<file path="src/rtl/p2dlc_consts.vh">
// constants for the second-stage pll divider and loop filter configuration block
// assumes a byte-wide register port and one 25 MHz system clock
`ifndef P2DLC_CONSTS_VH
`define P2DLC_CONSTS_VH

`define P2DLC_ADDR_W          10
`define P2DLC_OFS_LOOP_LOW    10'h205
`define P2DLC_OFS_LOOP_HIGH   10'h206
`define P2DLC_OFS_REF_DIV     10'h207
`define P2DLC_OFS_FB_DIV      10'h208
`define P2DLC_OFS_FB_PHASE    10'h209

`define P2DLC_MASK_LOOP_LOW   8'hff
`define P2DLC_MASK_LOOP_HIGH  8'h01
`define P2DLC_MASK_REF_DIV    8'h1f
`define P2DLC_MASK_FB_DIV     8'hff
`define P2DLC_MASK_FB_PHASE   8'h7f

`define P2DLC_RST_LOOP_LOW    8'h00
`define P2DLC_RST_LOOP_HIGH   8'h00
`define P2DLC_RST_REF_DIV     8'h00
`define P2DLC_RST_FB_DIV      8'h00
`define P2DLC_RST_FB_PHASE    8'h00
`define P2DLC_RST_ZERO_OHMS   12'hcb2

`define P2DLC_POLE_LSB        0
`define P2DLC_ZERO_LSB        3
`define P2DLC_RPOLE2_LSB      6
`define P2DLC_BYPASS_BIT      0
`define P2DLC_FB_PD_BIT       6

`define P2DLC_VCO_DIV3        3'h3
`define P2DLC_VCO_DIV4        3'h4
`define P2DLC_VCO_DIV5        3'h5
`define P2DLC_CNT_W           9

`endif

</file>
<file path="src/rtl/p2dlc_div.v">
// p2dlc_div: tick-counting modulo divider with a start delay after sync
// assumes i_tick is a one-cycle pulse synchronous to i_clock
`timescale 1ns/1ns
`include "p2dlc_consts.vh"
module p2dlc_div (
    input  wire                    i_clock,
    input  wire                    i_rst_n,
    input  wire                    i_enable,
    input  wire                    i_sync,
    input  wire                    i_tick,
    input  wire [`P2DLC_CNT_W-1:0] i_modulus_m1,
    input  wire [5:0]              i_delay,
    output reg                     o_pulse
);
    reg [`P2DLC_CNT_W-1:0] count_r;
    reg [5:0]              delay_r;

    // sync restarts the count; delay ticks are swallowed before counting resumes
    always @(posedge i_clock) begin
        if (!i_rst_n || !i_enable) begin
            count_r <= {`P2DLC_CNT_W{1'b0}};
            delay_r <= 6'h00;
            o_pulse <= 1'b0;
        end else if (i_sync) begin
            count_r <= {`P2DLC_CNT_W{1'b0}};
            delay_r <= i_delay;
            o_pulse <= 1'b0;
        end else begin
            o_pulse <= 1'b0;
            if (i_tick) begin
                if (delay_r != 6'h00) begin
                    delay_r <= delay_r - 6'h01;
                end else if (count_r >= i_modulus_m1) begin
                    count_r <= {`P2DLC_CNT_W{1'b0}}; // >= guards a modulus shrunk mid-count
                    o_pulse <= 1'b1;
                end else begin
                    count_r <= count_r + {{(`P2DLC_CNT_W-1){1'b0}}, 1'b1};
                end
            end
        end
    end
endmodule // p2dlc_div

</file>
<file path="src/rtl/p2dlc_top.v">
// p2dlc_top: register file and dividers for the second-stage pll
// assumes reference and vco edges arrive as one-cycle tick pulses on i_clock
`timescale 1ns/1ns
`include "p2dlc_consts.vh"
module p2dlc_top (
    input  wire                     i_clock,
    input  wire                     i_rst_n,
    // byte register port; each strobe is a one-cycle pulse
    input  wire [`P2DLC_ADDR_W-1:0] i_reg_addr,
    input  wire [7:0]               i_reg_wdata,
    input  wire                     i_reg_wr,
    input  wire                     i_reg_rd,
    output reg  [7:0]               o_reg_rdata,
    output reg                      o_reg_rvalid,
    // input edges arrive as one-cycle ticks; vco divider controls are plain levels
    input  wire                     i_ref_tick,
    input  wire                     i_vco_half_tick,
    input  wire [2:0]               i_vco_output_divider_ratio,
    input  wire                     i_vco_output_divider_pd,
    input  wire                     i_sync,
    // phase detector ticks, one cycle wide
    output wire                     o_ref_pfd_tick,
    output wire                     o_fb_pfd_tick,
    // loop filter selects and feedback power-down, all registered
    output reg                      o_feedback_divider_pd,
    output reg  [11:0]              o_loop_zero_resistor_ohms,
    output reg                      o_loop_zero_bypass,
    output reg  [5:0]               o_loop_pole_capacitor_pf,
    output reg  [1:0]               o_loop_pole2_code
);
    reg [7:0] loop_low_r;
    reg [7:0] loop_high_r;
    reg [7:0] ref_div_r;
    reg [7:0] fb_div_r;
    reg [7:0] fb_phase_r;

    wire [`P2DLC_CNT_W-1:0] ref_mod_m1;
    wire [`P2DLC_CNT_W-1:0] vco_mod_m1;
    wire [`P2DLC_CNT_W-1:0] fb_mod_m1;
    wire                    vco_half_pulse;
    wire                    fb_enable;
    wire [4:0]              acc_sel;

    // one-hot register selects; an unmapped offset selects nothing
    localparam [4:0] SEL_NONE      = 5'h00;
    localparam [4:0] SEL_LOOP_LOW  = 5'h01;
    localparam [4:0] SEL_LOOP_HIGH = 5'h02;
    localparam [4:0] SEL_REF_DIV   = 5'h04;
    localparam [4:0] SEL_FB_DIV    = 5'h08;
    localparam [4:0] SEL_FB_PHASE  = 5'h10;

    // resistor code to ohms
    function [11:0] zero_ohms;
        input [2:0] code;
        begin
            case (code)
                3'h0: zero_ohms = 12'hcb2; // 3250
                3'h1: zero_ohms = 12'habe; // 2750
                3'h2: zero_ohms = 12'h8ca; // 2250
                3'h3: zero_ohms = 12'h834; // 2100
                3'h4: zero_ohms = 12'hbb8; // 3000
                3'h5: zero_ohms = 12'h9c4; // 2500
                3'h6: zero_ohms = 12'h7d0; // 2000
                default: zero_ohms = 12'h73a; // 1850
            endcase
        end
    endfunction

    // capacitor code to picofarads; codes 3 and 4 are both 24 pF
    function [5:0] pole_pf;
        input [2:0] code;
        begin
            case (code)
                3'h0: pole_pf = 6'h00;
                3'h1: pole_pf = 6'h08;
                3'h2: pole_pf = 6'h10;
                3'h3: pole_pf = 6'h18;
                3'h4: pole_pf = 6'h18;
                3'h5: pole_pf = 6'h20;
                3'h6: pole_pf = 6'h28;
                default: pole_pf = 6'h30;
            endcase
        end
    endfunction

    // vco divider ratio minus one; unsupported codes fall back to divide by 3
    function [`P2DLC_CNT_W-1:0] vco_m1;
        input [2:0] code;
        begin
            case (code)
                `P2DLC_VCO_DIV4: vco_m1 = 9'h003;
                `P2DLC_VCO_DIV5: vco_m1 = 9'h004;
                default:         vco_m1 = 9'h002;
            endcase
        end
    endfunction

    // offset decode shared by the write and read paths
    function [4:0] reg_sel;
        input [`P2DLC_ADDR_W-1:0] addr;
        begin
            case (addr)
                `P2DLC_OFS_LOOP_LOW:  reg_sel = SEL_LOOP_LOW;
                `P2DLC_OFS_LOOP_HIGH: reg_sel = SEL_LOOP_HIGH;
                `P2DLC_OFS_REF_DIV:   reg_sel = SEL_REF_DIV;
                `P2DLC_OFS_FB_DIV:    reg_sel = SEL_FB_DIV;
                `P2DLC_OFS_FB_PHASE:  reg_sel = SEL_FB_PHASE;
                default:              reg_sel = SEL_NONE;
            endcase
        end
    endfunction

    // unmapped offsets decode to no select, so they neither write nor read back
    assign acc_sel = reg_sel(i_reg_addr);

    // register writes keep only defined bits, so reserved bits stay zero
    always @(posedge i_clock) begin
        if (!i_rst_n) begin
            loop_low_r  <= `P2DLC_RST_LOOP_LOW;
            loop_high_r <= `P2DLC_RST_LOOP_HIGH;
            ref_div_r   <= `P2DLC_RST_REF_DIV;
            fb_div_r    <= `P2DLC_RST_FB_DIV;
            fb_phase_r  <= `P2DLC_RST_FB_PHASE;
        end else if (i_reg_wr) begin
            if (acc_sel == SEL_LOOP_LOW) begin
                loop_low_r <= i_reg_wdata & `P2DLC_MASK_LOOP_LOW;
            end
            if (acc_sel == SEL_LOOP_HIGH) begin
                loop_high_r <= i_reg_wdata & `P2DLC_MASK_LOOP_HIGH;
            end
            if (acc_sel == SEL_REF_DIV) begin
                ref_div_r <= i_reg_wdata & `P2DLC_MASK_REF_DIV;
            end
            if (acc_sel == SEL_FB_DIV) begin
                fb_div_r <= i_reg_wdata & `P2DLC_MASK_FB_DIV;
            end
            if (acc_sel == SEL_FB_PHASE) begin
                fb_phase_r <= i_reg_wdata & `P2DLC_MASK_FB_PHASE;
            end
        end
    end

    // readback one cycle after the strobe; unmapped offsets answer zero
    always @(posedge i_clock) begin
        if (!i_rst_n) begin
            o_reg_rdata  <= 8'h00;
            o_reg_rvalid <= 1'b0;
        end else begin
            o_reg_rvalid <= i_reg_rd;
            if (i_reg_rd) begin
                case (acc_sel)
                    SEL_LOOP_LOW:  o_reg_rdata <= loop_low_r;
                    SEL_LOOP_HIGH: o_reg_rdata <= loop_high_r;
                    SEL_REF_DIV:   o_reg_rdata <= ref_div_r;
                    SEL_FB_DIV:    o_reg_rdata <= fb_div_r;
                    SEL_FB_PHASE:  o_reg_rdata <= fb_phase_r;
                    default:       o_reg_rdata <= 8'h00;
                endcase
            end
        end
    end

    // loop filter analog selects, registered so the outputs come from flops
    always @(posedge i_clock) begin
        if (!i_rst_n) begin
            o_loop_zero_resistor_ohms <= `P2DLC_RST_ZERO_OHMS;
            o_loop_zero_bypass        <= 1'b0;
            o_loop_pole_capacitor_pf  <= 6'h00;
            o_loop_pole2_code         <= 2'h0;
            o_feedback_divider_pd     <= 1'b0;
        end else begin
            o_loop_zero_resistor_ohms <= zero_ohms(loop_low_r[`P2DLC_ZERO_LSB+:3]);
            o_loop_zero_bypass        <= loop_high_r[`P2DLC_BYPASS_BIT];
            o_loop_pole_capacitor_pf  <= pole_pf(loop_low_r[`P2DLC_POLE_LSB+:3]);
            o_loop_pole2_code         <= loop_low_r[`P2DLC_RPOLE2_LSB+:2];
            o_feedback_divider_pd     <= fb_phase_r[`P2DLC_FB_PD_BIT];
        end
    end

    // codes 0 and 1 both give a modulus of one
    assign ref_mod_m1 = (ref_div_r[4:0] <= 5'h01) ? 9'h000 :
                        {4'h0, ref_div_r[4:0] - 5'h01};
    // vco half ticks: one output half period every ratio half ticks
    assign vco_mod_m1 = vco_m1(i_vco_output_divider_ratio);
    // feedback counts half periods, so its modulus is twice (code + 1)
    assign fb_mod_m1  = {fb_div_r, 1'b1};
    assign fb_enable  = !fb_phase_r[`P2DLC_FB_PD_BIT];

    // divider chain: ref ticks -> u_ref_div -> o_ref_pfd_tick, and
    // vco half ticks -> u_vco_div -> u_fb_div -> o_fb_pfd_tick;
    // u_vco_div pulses once per half period of the vco divider output,
    // so u_fb_div counts 2*(code+1) of them per feedback period.
    // sync restarts all three from zero so their phases realign;
    // a new phase code only takes effect at the next sync
    p2dlc_div u_ref_div (
        .i_clock      (i_clock),
        .i_rst_n      (i_rst_n),
        .i_enable     (1'b1),
        .i_sync       (i_sync),
        .i_tick       (i_ref_tick),
        .i_modulus_m1 (ref_mod_m1),
        .i_delay      (6'h00),
        .o_pulse      (o_ref_pfd_tick)
    );

    // vco output divider feeding the feedback divider; stopped when powered down
    p2dlc_div u_vco_div (
        .i_clock      (i_clock),
        .i_rst_n      (i_rst_n),
        .i_enable     (!i_vco_output_divider_pd),
        .i_sync       (i_sync),
        .i_tick       (i_vco_half_tick),
        .i_modulus_m1 (vco_mod_m1),
        .i_delay      (6'h00),
        .o_pulse      (vco_half_pulse)
    );

    // phase delay is counted in half periods of the vco divider output
    p2dlc_div u_fb_div (
        .i_clock      (i_clock),
        .i_rst_n      (i_rst_n),
        .i_enable     (fb_enable),
        .i_sync       (i_sync),
        .i_tick       (vco_half_pulse),
        .i_modulus_m1 (fb_mod_m1),
        .i_delay      (fb_phase_r[5:0]),
        .o_pulse      (o_fb_pfd_tick)
    );
endmodule // p2dlc_top

</file>
<file path="config.mk">
export PLATFORM = sky130hd
export DESIGN_NAME = p2dlc_top
export DESIGN_NICKNAME = d
export VERILOG_FILES = /design/src/rtl/p2dlc_div.v /design/src/rtl/p2dlc_top.v
export VERILOG_INCLUDE_DIRS = /design/src /design/src/rtl
export SDC_FILE = /design/constraint.sdc
export NUM_CORES = 1
export LEC_CHECK = 0
export BUFFER_PORTS_ARGS = -buffer_cell sky130_fd_sc_hd__buf_2
export CAP_MARGIN = 20
export CORE_UTILIZATION = 47
export DETAILED_ROUTE_END_ITERATION = 10
export GPL_ROUTABILITY_DRIVEN = 0
export PLACE_DENSITY = 0.7
export REMOVE_ABC_BUFFERS = 1
export SYNTH_ARGS = -nofsm -noshare
export SYNTH_HDL_FRONTEND = slang
export SYNTH_HIERARCHICAL = 1
export SYNTH_SLANG_ARGS = --single-unit
</file>
<file path="constraint.sdc">
create_clock -name i_clock -period 5.6 [get_ports i_clock]
set_input_delay 0.28 -clock i_clock [delete_from_list [all_inputs] [get_ports i_clock]]
set_output_delay 0.28 -clock i_clock [all_outputs]
set_load 0.01 [all_outputs]
</file>
# Yosys cells after proc, flatten, opt, wreduce, memory -nomap -nowiden
# Cells that the tools add are included.
[classes]
n_addsub = 7
n_reduce_logical = 28
n_lt_le_gt_ge = 4
n_mux = 15
bitwise_logic = 7
n_eq_ne = 24
[ops]
columns = ["operator", "count"]
rows = [
  ["$pmux 12 s7", 1],
  ["$eq 10x10->1 const B", 5],
  ["$pmux 8 s5", 1],
  ["$pmux 6 s6", 1],
  ["$add 9x1->9 const B", 3],
  ["$mux 9", 3],
  ["$pmux 5 s5", 1],
  ["$eq 3x3->1 const B", 8],
  ["$reduce_and 2->1", 11],
  ["$mux 6", 3],
  ["$reduce_bool 6->1", 3],
  ["$sub 6x1->6 const B", 3],
  ["$eq 3x2->1 const B", 4],
  ["$reduce_or 4->1", 3],
  ["$ge 9x3->1", 1],
  ["$ge 9x5->1", 1],
  ["$ge 9x9->1", 1],
  ["$reduce_or 2->1", 4],
  ["$not 1->1", 7],
  ["$eq 3x1->1 const B", 2],
  ["$logic_not 3->1", 2],
  ["$pmux 3 s2", 1],
  ["$eq 5x1->1 const B", 1],
  ["$eq 5x2->1 const B", 1],
  ["10 further kinds", 14],
]
[word_totals]
word_cells = 106
regBits = 108
output_inout_bits = 33

# Logic depth before layout (Yosys ltp)
# Gate-level depths: netlist (run 1).
[depth]
word_depth = 4
ltp_mapped = 13
mapped_depth_nobuf = 12

# Modules after synthesis
# The synthesis (run 1) kept the hierarchy.
[by_module_without_submodules]
columns = ["mod", "area_each_um2", "cells_per_inst", "n_inst"]
rows = [
  ["p2dlc_top", 2364.8, 263, 1],
  ["p2dlc_div at u_fb_div ...", 1127.3, 131, 2],
  ["p2dlc_div at u_ref_div", 1086.0, 142, 1],
]

# Least setup slack after synthesis (run 1)
# OpenSTA, ideal clock, no wires.
[synth_path]
path_kind = "flip-flop to flip-flop"
start = "register ref_div_r[0]"
end = "register u_ref_div.count_r[6]"
period_less_slack_ns = 2.225
slack_ns = 3.375
stages_incl_launch_ff = 13
t_arrival_ns = 2.151
cell_sequence = "dfxtp_1 ha_1 a21oi_1 nor4_1 nor2_1 inv_1 ha_1 a211oi_1 o211ai_1 a21oi_1 buf_2 nand3_1 a31oi_1"
[synth_between]
elab_chain_cells = 4
[synth_rtl]
columns = ["element", "line", "source"]
rows = [
  ["start: declaration", "p2dlc_top.v:33", "reg [7:0] ref_div_r;"],
  ["start signal: assignment", "p2dlc_top.v:121", "ref_div_r <= `P2DLC_RST_REF_DIV;"],
  ["start signal: assignment", "p2dlc_top.v:132", "ref_div_r <= i_reg_wdata & `P2DLC_MASK_REF_DIV;"],
  ["$sub 5x1->5 or $le 5x1->1 (tied branches)", "p2dlc_top.v:182, p2dlc_top.v:181", ""],
  ["$mux 5 (*)", "p2dlc_top.v:181", "assign ref_mod_m1 = (ref_div_r[4:0] <= 5'h01) ? 9'h000 :"],
  ["via ref_mod_m1[2]", "p2dlc_top.v:37", "wire [`P2DLC_CNT_W-1:0] ref_mod_m1;"],
  ["$ge 9x5->1 (*)", "p2dlc_div.v:33", "end else if (count_r >= i_modulus_m1) begin"],
  ["$mux 9 (*)", "p2dlc_div.v:33", ""],
  ["end signal: assignment", "p2dlc_div.v:25", "count_r <= {`P2DLC_CNT_W{1'b0}};"],
  ["end signal: assignment", "p2dlc_div.v:34", "count_r <= {`P2DLC_CNT_W{1'b0}};"],
  ["end signal: assignment", "p2dlc_div.v:37", "count_r <= count_r + {{(`P2DLC_CNT_W-1){1'b0}}, 1'b1};"],
  ["end: declaration", "p2dlc_div.v:15", "reg [`P2DLC_CNT_W-1:0] count_r;"],
]
# The timed path passes the listed nets; every way through them passes the cells marked *.
# A chain may end at the register's enable or synchronous reset.

# Worst setup path after layout (run 1)
[layout_path]
start = "register ref_div_r[0]"
end = "register u_ref_div.count_r[2]"
# Same word-level chain as after synthesis.

==> metrics.txt, run 1 <==
Die Span Y 112 um; Clk Latency, worst-skew pair 350 ps; Num CTS Buffers 9; CP startpoint kind flip-flop; Fillers 1105; Mapped Area 5710 sq um; via count 4917; most common cell after layout, fill and taps aside dfxtp_1; power per cell area 242 nW/um^2; final cell count without fillers 882; WP data required 5880 ps; Fin. Hold Viols 0; sequential power share 47.9%; drt drc 1; Inst Count DP 866; gr ovfl total 0; # clock sinks 104; synth unique cells 63; Least-Margin Pin Slew 798 ps; # hold bufs at CTS 0; Tmin final 2960 ps; antenna-violating nets left 0; antenna violations before repair 0; status complete, but fails checks; largest net degree at the start of global routing 56; critical path capture point type flip-flop; RSZ-0062 raised after global routing false; drt first pass iters 11; Root Buffer clkbuf_16; Post-DP HPWL 9.35 mm; syn_area_per_cell 8.55 sq um; Synth Flop Type dfxtp_1; vias in the first global route 4726; flip-flop and latch area 2080 sq um; combinational power share 7.5%; Worst-path clk slew 70 ps; Worst Path Arrival 3230 ps; flop-to-flop setup slack 2640 ps; Leak Pwr 2.66 nW; initial drt markers 333; Initial Util 49.1%; multi-input logic area 3380 sq um; nets@finish 798; vias per inst 5.57; CP max FO 11; die width 112 um; final critical-path share of the clock period 52.8%; final slew viol count 0; layout overhead on the synthesized area 13.4%; max frequency 338 MHz; Total Routing Usage GR 21.1%; PortBufs 57; PnR worst setup slack 2640 ps; Post-synth EDFFs 0; Post-Route WL 12.7 mm; # diodes 0; Max-slew headroom 46.7%; critical path class reg2reg; first-pass GRT wire length 21.6 mm; Synth Warn # 6; row count 39; Syn Inst Count 667; switching part of the total 23.5%; Clk network pwr share 44.6%; skew final 6.89 ps; dpl ws 2750 ps; Setup TNS 0 ps; CTS tree built; num ports 62; share of cells above drive strength 1 14.2%; Clock Tree Buf Depth 2; Post-CTS Resized 0; Tot Pwr 1.57 mW; Int Power 1.20 mW; Sw Pwr 0.369 mW; core footprint 11600 sq um; sequential fraction of the synthesis area 36.5%; Max Cap Violations 0; flip-flop and latch count after synthesis 104; worst vdd rail ir drop 0.213 mV; H-tree depth 3; Die Area 12600 sq um; most frequent cells in the layout dfxtp_1 (104), nand2_1 (75), buf_2 (57); failing checks DRC; Min-Delay Path Class in2reg; post-CTS setup buffers 0; setup violators final 0; Wirelength per Cell 14.4 um; Post-synth ARST share 0%
[power groups by stage]
| stage | combinational, mW | sequential (mW) | clock (mW) |
|---|---|---|---|
| after floorplan | 0.0738 | 0.767 | 0 |
| after global placement | 0.113 | 0.767 | 0 |
| after detailed placement | 0.116 | 0.768 | 0 |
| after CTS | 0.117 | 0.750 | 0.715 |
| after global routing | 0.132 | 0.751 | 0.742 |
| final | 0.117 | 0.751 | 0.700 |
[stage by stage]
step           instance area, sq um  hold WS, ps  utilization [%]
3_5_place_dp                   6130          441             52.8
6_report                       6470          143             55.7
4_1_cts                        6470          134             55.7
3_3_place_gp                   6130          445             52.8
2_1_floorplan                  5660          342                -
5_1_grt                        6470          150             55.7
[state kept, by name (all words and copies together) (netlist names), 7 cells and up]
register and cells:
o_reg_rdata 8, o_loop_zero_resistor_ohms 11, u_vco_div/count_r 9, fb_div_r 8, u_fb_div/count_r 9, loop_low_r 8, fb_phase_r 7, u_ref_div/count_r 9
[cells in the mapped netlist (all sizes together), types with 13 or more instances]
cell	n	area [sq um]
a21oi	30	150
buf	16	96.3
dfxtp	104	2080
ha	35	438
inv	52	195
mux2i	19	190
nand2	75	282
nand3	45	268
nand4	23	156
nor2	32	120
nor2b	17	106
nor3	13	65.1
o21ai	45	225
[final timing paths]
check	start	endpoint	cells past startpoint
setup / recovery	ref_div_r[0]$_SDFFE_PN0P_	u_ref_div/count_r[2]$_SDFFE_PP0P_	11
hold / removal	i_reg_rd	o_reg_rdata[0]$_SDFFE_PN0P_	2
setup reg to reg	ref_div_r[0]$_SDFFE_PN0P_	u_ref_div/count_r[2]$_SDFFE_PP0P_	11
hold reg to reg	o_reg_rdata[7]$_SDFFE_PN0P_	o_reg_rdata[7]$_SDFFE_PN0P_	2
[area by class of cell]
type                    instances  share of cell area [%]
clock buffers                  10                    3.70
clock inverters                 6                    1.51
inverters                      52                    3.02
multi-input cells             509                    52.3
flip-flops and latches        104                    32.2
well taps                     143                    2.77
repair buffers                 58                    4.53
[layer usage]
layer	share of wire (%)	up-vias	track usage (%)
met3	3.5	17	4.05
met2	49	98	37.6
met1	46	2306	25.7
met4	1.5	0	6.13
li1	-	2496	-
met5	0	-	0
[cells by family after synthesis]
logic type,Yosys count,share of synthesized area (%)
AOI/OAI and AO/OA,139,17.5
xor gates and xnor gates,16,2.46
adders and majority gates,35,7.68
buffers and inverters,80,5.94
DFF,104,36.5
muxes,23,4.12
other,2,0.132
and+or+nand+nor,268,25.7
[worst max-delay path, stage by stage (launching register included)]
cell and delay (ps):
dfxtp_1 430, ha_1 180, a21oi_1 40, nor4_1 450, nor2_1 100, inv_1 80, ha_1 240, a211oi_1 200
o211ai_1 120, a21oi_1 580, o21ai_0 270, a21oi_1 200
No activity file was read; power rests on OpenSTA's default activity.
==> run 2: changes to the inputs <==
--- a/config.mk
+++ b/config.mk
@@ -11,7 +11,7 @@
 export CORE_UTILIZATION = 47
 export DETAILED_ROUTE_END_ITERATION = 10
 export GPL_ROUTABILITY_DRIVEN = 0
-export PLACE_DENSITY = 0.7
+export PLACE_DENSITY = 0.73
 export REMOVE_ABC_BUFFERS = 1
 export SYNTH_ARGS = -nofsm -noshare
 export SYNTH_HDL_FRONTEND = slang
==> constraint.sdc (replaced) <==
create_clock -name i_clock -period 2.4 [get_ports i_clock]
set_input_delay 0.12 -clock i_clock [delete_from_list [all_inputs] [get_ports i_clock]]
set_output_delay 0.12 -clock i_clock [all_outputs]
set_load 0.01 [all_outputs]
==> run 2 against run 1 <==
  * The run still ends with DRC left
  * Register-to-register slack got worse by 2500 ps
  * Sequential share of layout area decreased by 0.42 points
  * Clock power increased by 100%
  * Wire length increased by 3.2%
  * Clock-buffer cell count decreased by 1
  * Clock skew increased by 0.92 ps
  * Cell count increased by 1.1%
  * Flip-flop and latch count unchanged
  * Global-route usage increased by 0.60 points
  * Worst setup slack got worse by 2500 ps
  * Largest power group unchanged
  * Highest routed layer unchanged
  * Largest cell class unchanged
==> metrics.txt, run 2 (same netlist as run 1, synthesis figures left out) <==
CTS tree built (unchanged); Die Area 12600 sq um (unchanged); share of cells above drive strength 1 17.0% (was 14.2%); CP startpoint kind flip-flop (unchanged); final critical-path share of the clock period 95.7% (was 52.8%); Worst-path clk slew 80 ps (was 70 ps); Setup TNS 0 ps (unchanged); drt first pass iters 8 (was 11); WP data required 2680 ps (was 5880 ps); Inst Count DP 874 (was 866); skew final 7.80 ps (was 6.89 ps); dpl ws -46.9 ps (was 2750 ps); Leak Pwr 2.70 nW (was 2.66 nW); via count 5035 (was 4917); critical path, cell by cell inv_4, ha_4, a21oi_2, nor4_4, nor2_1, inv_1, ha_4, a211oi_2, o211ai_1, a21oi_2, buf_6, nand3_2, a31oi_1 (was ha_1, a21oi_1, nor4_1, nor2_1, inv_1, ha_1, a211oi_1, o211ai_1, a21oi_1, o21ai_0, a21oi_1); Initial Util 49.1% (unchanged); first-pass GRT wire length 22.1 mm (was 21.6 mm); worst vdd rail ir drop 0.289 mV (was 0.213 mV); RSZ-0062 raised after global routing true (was false); Worst Path Arrival 2580 ps (was 3230 ps); Post-Route WL 13.1 mm (was 12.7 mm); status complete, but fails checks (unchanged); Clk Latency, worst-skew pair 350 ps (about the same); most frequent cells in the layout dfxtp_1 (102), nand2_1 (75), buf_2 (57) (was dfxtp_1 (104), nand2_1 (75), buf_2 (57)); H-tree depth 3 (unchanged); Die Span Y 112 um (unchanged); antenna violations before repair 0 (unchanged); antenna-violating nets left 0 (unchanged); gr ovfl total 0 (unchanged); Fin. Hold Viols 0 (unchanged); Least-Margin Pin Slew 681 ps (was 798 ps); Tmin final 2300 ps (was 2960 ps); Num CTS Buffers 9 (unchanged); Post-DP HPWL 9.53 mm (was 9.35 mm); PnR worst setup slack 104 ps (was 2640 ps); Clock Tree Buf Depth 2 (unchanged); row count 39 (unchanged); core footprint 11600 sq um (unchanged); most common cell after layout, fill and taps aside dfxtp_1 (unchanged); largest net degree at the start of global routing 33 (was 56); number of flip-flops in the largest register 11 (unchanged); drt drc 1 (unchanged); Max-slew headroom 54.5% (was 46.7%); power per cell area 526 nW/um^2 (was 242 nW/um^2); die width 112 um (unchanged); initial drt markers 361 (was 333); largest stage delay on the critical path 360 ps (was 580 ps); Wirelength per Cell 14.7 um (was 14.4 um); Largest Register o_loop_zero_resistor_ohms (unchanged); critical path class reg2reg (unchanged); max frequency 435 MHz (was 338 MHz); Max Cap Violations 0 (unchanged); Root Buffer clkbuf_16 (unchanged); final cell count without fillers 892 (was 882); failing checks DRC (unchanged); Total Routing Usage GR 21.7% (was 21.1%); Fillers 1022 (was 1105); vias in the first global route 4692 (was 4726); num ports 62 (unchanged); Min-Delay Path Class in2reg (unchanged); critical path capture point type flip-flop (unchanged); vias per inst 5.64 (was 5.57); # diodes 0 (unchanged); layout overhead on the synthesized area 15.3% (was 13.4%); nets@finish 808 (was 798); slowest CP cell dfxtp_4 (was a21oi_1); setup violators final 0 (unchanged); final slew viol count 0 (unchanged); # clock sinks 104 (unchanged); PortBufs 57 (unchanged); CP max FO 6 (was 11)
run 2: routing by layer:
| metal | vias up | share of wire [%] | global-route usage (%) | routed length (um) |
|---|---|---|---|---|
| met2 | 88 | 50 | 38.1 | 6620 |
| met3 | 23 | 3.3 | 3.51 | 434 |
| li1 | 2526 | - | - | - |
| met5 | - | 0 | 0 | 0 |
| met1 | 2398 | 44 | 26.1 | 5760 |
| met4 | 0 | 2.3 | 9.33 | 307 |
run 2: final cells by class:
type	count	area [sq um]	share of cell area, %
Timing Repair Buffer	68	374	5.69
Inverter	52	198	3.01
Multi-Input combinational cell	509	3450	52.5
Clock inverter	7	61.3	0.932
Sequential cell	104	2090	31.8
Clock buffer	9	225	3.42
Tap cell	143	179	2.72
run 2: worst paths after layout:
path | startpoint | slack, ps | depth (start not counted) | endpoint
hold / removal | i_reg_wdata[7] | 30 | 3 | loop_low_r[7]$_SDFFE_PN0P_
hold reg to reg | o_reg_rdata[2]$_SDFFE_PN0P_ | 450 | 2 | o_reg_rdata[2]$_SDFFE_PN0P_
setup / recovery | ref_div_r[1]$_SDFFE_PN0P_ | 100 | 13 | u_ref_div/count_r[6]$_SDFFE_PP0P_
setup reg to reg | ref_div_r[1]$_SDFFE_PN0P_ | 100 | 13 | u_ref_div/count_r[6]$_SDFFE_PP0P_
run 2: critical path, delay by kind of cell (launching register included):
| family | cells | cell delay, ps |
|---|---|---|
| flip-flops | 1 | 360 |
| adder cells (fa/ha/maj) | 2 | 330 |
| AO/OA/AOI/OAI | 5 | 770 |
| buffers and inverters | 3 | 320 |
| AND/OR/NAND/NOR | 3 | 420 |
run 2: timing repair:
| item | CTS | global route |
|---|---|---|
| gates resized for setup | 5 | 19 |
| setup buffers | 0 | 1 |
| hold endpoints to repair | 1 | 0 |
| setup endpoints to repair | 9 | 10 |
| hold buffers | 1 | 0 |
| pin swaps | 1 | 16 |
| gates cloned | 1 | 0 |
run 2: per-stage QoR:
stage / instance area [sq um] / power [mW] / hold slack (ps) / utilization [%]
floorplan: 5660 / 1.96 / 182 / -
finish: 6580 / 3.46 / 28.6 / 56.6
global route: 6580 / 3.61 / 53.7 / 56.6
detailed placement: 6190 / 2.07 / 369 / 53.3
CTS: 6510 / 3.48 / 22.6 / 56.0
global placement: 6190 / 2.06 / 353 / 53.3
run 2: power breakdown:
group | internal [mW] | switching [mW] | leakage [nW]
logic | 0.107 | 0.179 | 1.71
registers | 1.73 | 0.0133 | 0.841
clock network | 0.728 | 0.696 | 0.141
==> run 3: changes to the inputs <==
--- a/config.mk
+++ b/config.mk
@@ -11,8 +11,7 @@
 export CORE_UTILIZATION = 47
 export DETAILED_ROUTE_END_ITERATION = 10
 export GPL_ROUTABILITY_DRIVEN = 0
-export PLACE_DENSITY = 0.73
-export REMOVE_ABC_BUFFERS = 1
+export PLACE_DENSITY = 0.7
 export SYNTH_ARGS = -nofsm -noshare
 export SYNTH_HDL_FRONTEND = slang
 export SYNTH_HIERARCHICAL = 1
==> constraint.sdc (replaced) <==
create_clock -name i_clock -period 2.9 [get_ports i_clock]
set_input_delay 0.145 -clock i_clock [delete_from_list [all_inputs] [get_ports i_clock]]
set_output_delay 0.145 -clock i_clock [all_outputs]
set_load 0.01 [all_outputs]
==> run 3 against run 2 <==
  * The flow still finishes with violations (DRC)
  * Non-clock buffer count shrank 6
  * Wire length shrank 3.4%
  * Die area is the same
  * Via count shrank 1.5%
==> metrics.txt, run 3 (same netlist as run 1, synthesis figures left out) <==
status complete, but fails checks (unchanged); failing checks DRC (unchanged); critical path class reg2reg (unchanged); largest stage delay on the critical path 440 ps (was 360 ps); Root Buffer clkbuf_16 (unchanged); fin util 55.5% (was 56.6%); Fin. Hold Viols 0 (unchanged); Die Area 12600 sq um (unchanged); CP max FO 11 (was 6); antenna violations before repair 0 (unchanged); final critical-path share of the clock period 84.1% (was 95.7%); Least-Margin Pin Slew 823 ps (was 681 ps); most common cell after layout, fill and taps aside dfxtp_1 (unchanged); Clk Latency, worst-skew pair 350 ps (about the same); # hold bufs at CTS 0 (was 1); Inst Count DP 870 (was 874); Fillers 1063 (was 1022); num ports 62 (unchanged); slowest CP cell dfxtp_1 (was dfxtp_4); Post-Route WL 12.7 mm (was 13.1 mm); Min-Delay Path Class in2reg (unchanged); sequential power share 51.1% (was 50.5%); H-tree depth 3 (unchanged); largest net degree at the start of global routing 33 (unchanged); final cell count without fillers 886 (was 892); layout overhead on the synthesized area 13.1% (was 15.3%); Int Power 2.15 mW (was 2.57 mW); initial drt markers 348 (was 361); vias in the first global route 4501 (was 4692); power per cell area 440 nW/um^2 (was 526 nW/um^2); antenna-violating nets left 0 (unchanged); critical path capture point type flip-flop (unchanged); Sw Pwr 0.686 mW (was 0.889 mW); Worst-path clk slew 70 ps (was 80 ps); drt drc 8 (was 1); share of cells above drive strength 1 14.8% (was 17.0%); Worst Path Arrival 2710 ps (was 2580 ps); row count 39 (unchanged); PnR worst setup slack 461 ps (was 104 ps); Leak Pwr 2.65 nW (was 2.70 nW); skew final 7.35 ps (was 7.80 ps); nets@finish 802 (was 808); Setup TNS 0 ps (unchanged); PortBufs 57 (unchanged); hold path cells 2 (was 3); Die Span Y 112 um (unchanged); Wirelength per Cell 14.3 um (was 14.7 um); worst vdd rail ir drop 0.226 mV (was 0.289 mV); WP data required 3170 ps (was 2680 ps); vias per inst 5.60 (was 5.64); # diodes 0 (unchanged); hold slack 11.3 ps (was 28.6 ps); max frequency 410 MHz (was 435 MHz); Critical Path End u_ref_div/count_r[6]$_SDFFE_PP0P_ (unchanged); number of flip-flops in the largest register 11 (unchanged); Clock Tree Buf Depth 2 (unchanged); first-pass GRT wire length 21.2 mm (was 22.1 mm); most frequent cells in the layout dfxtp_1 (104), nand2_1 (75), buf_2 (57) (was dfxtp_1 (102), nand2_1 (75), buf_2 (57)); Post-DP HPWL 9.30 mm (was 9.53 mm); post-CTS setup buffers 0 (unchanged); CTS tree built (unchanged); CP startpoint kind flip-flop (unchanged); worst r2r src ref_div_r[0]$_SDFFE_PN0P_ (was ref_div_r[1]$_SDFFE_PN0P_); RSZ-0062 raised after global routing false (was true); Num CTS Buffers 9 (unchanged); Post-CTS Resized 0 (was 5); dpl ws 387 ps (was -46.9 ps); final slew viol count 0 (unchanged); # clock sinks 104 (unchanged); Total Routing Usage GR 20.7% (was 21.7%); Max-slew headroom 45.1% (was 54.5%); Clk network pwr share 40.7% (was 41.2%); setup violators final 0 (unchanged); drt first pass iters 8 (unchanged); worst-case reg-to-reg path depth 12 (was 13); die width 112 um (unchanged); critical path, cell by cell ha_1, a21oi_1, nor4_2, nor2_1, inv_1, ha_1, a211oi_1, o211ai_1, a21oi_1, buf_4, nand3_1, a31oi_1 (was inv_4, ha_4, a21oi_2, nor4_4, nor2_1, inv_1, ha_4, a211oi_2, o211ai_1, a21oi_2, buf_6, nand3_2, a31oi_1); core footprint 11600 sq um (unchanged); switching part of the total 24.2% (was 25.7%); Tmin final 2440 ps (was 2300 ps); Reg-to-Reg End u_ref_div/count_r[6]$_SDFFE_PP0P_ (unchanged); Largest Register o_loop_zero_resistor_ohms (unchanged); Max Cap Violations 0 (unchanged); gr ovfl total 0 (unchanged); flop-to-flop setup slack 460 ps (was 100 ps); combinational power share 8.2% (was 8.3%); via count 4958 (was 5035); worst setup path start ref_div_r[0]$_SDFFE_PN0P_ (was ref_div_r[1]$_SDFFE_PN0P_); Initial Util 49.1% (unchanged)
==> run 3: cell types whose count changed in the layout (fill, tap and decap cells not counted), sizes merged <==
cell	delta
buf	-5
inv	-5
clkinv	+3
clkbuf	+2
dlygate4sd3	-1
==> run 3: metrics by stage <==
| stage | total power [mW] | instance area, sq um |
|---|---|---|
| after global placement | 1.70 | 6160 |
| after CTS | 2.86 | 6440 |
| after floorplan | 1.65 | 5800 |
| final | 2.84 | 6450 |
| after detailed placement | 1.71 | 6160 |
| after global routing | 2.94 | 6450 |
==> run 3: worst min-delay path by stage <==
stage                         from                          end  slack, ps
after detailed placement  i_reg_rd  o_reg_rdata[0]$_SDFFE_PN0P_        370
final                     i_reg_rd  o_reg_rdata[0]$_SDFFE_PN0P_         10
after CTS                 i_reg_rd  o_reg_rdata[0]$_SDFFE_PN0P_        0.1
after global placement    i_reg_rd  o_reg_rdata[0]$_SDFFE_PN0P_        370
after global routing      i_reg_rd  o_reg_rdata[0]$_SDFFE_PN0P_          8
after floorplan           i_reg_rd  o_reg_rdata[0]$_SDFFE_PN0P_        250
==> run 3: layout make-up <==
| class | count | area, sq um | share of cell area [%] |
|---|---|---|---|
| repair buffers | 62 | 323 | 5.00 |
| clock inverters | 5 | 31.3 | 0.485 |
| flip-flops and latches | 104 | 2080 | 32.3 |
| inverters | 52 | 195 | 3.03 |
| well taps | 143 | 179 | 2.77 |
| multi-input cells | 509 | 3390 | 52.5 |
| clock buffers | 11 | 253 | 3.92 |
==> run 3: worst max-delay path, delay by kind of cell (launching register included) <==
| kind | cells | cell delay, ps |
|---|---|---|
| fa+ha+maj | 2 | 440 |
| compound gates | 5 | 710 |
| simple gates | 3 | 510 |
| buf+inv | 2 | 270 |
| flops | 1 | 440 |
==> run 3: metal layers <==
layer | track usage (%) | up-vias | wire length, um
li1 | - | 2507 | -
met1 | 28.1 | 2299 | 6160
met2 | 32.9 | 140 | 5700
met3 | 4.32 | 12 | 681
met4 | 6.31 | 0 | 142
met5 | 0 | - | 0
==> run 3: power by group through the flow <==
| stage | logic (mW) | registers (mW) | clock network [mW] |
|---|---|---|---|
| 2_1_floorplan | 0.168 | 1.48 | 0 |
| 5_1_grt | 0.260 | 1.45 | 1.23 |
| 3_5_place_dp | 0.228 | 1.48 | 0 |
| 3_3_place_gp | 0.222 | 1.48 | 0 |
| 6_report | 0.232 | 1.45 | 1.15 |
| 4_1_cts | 0.230 | 1.45 | 1.18 |
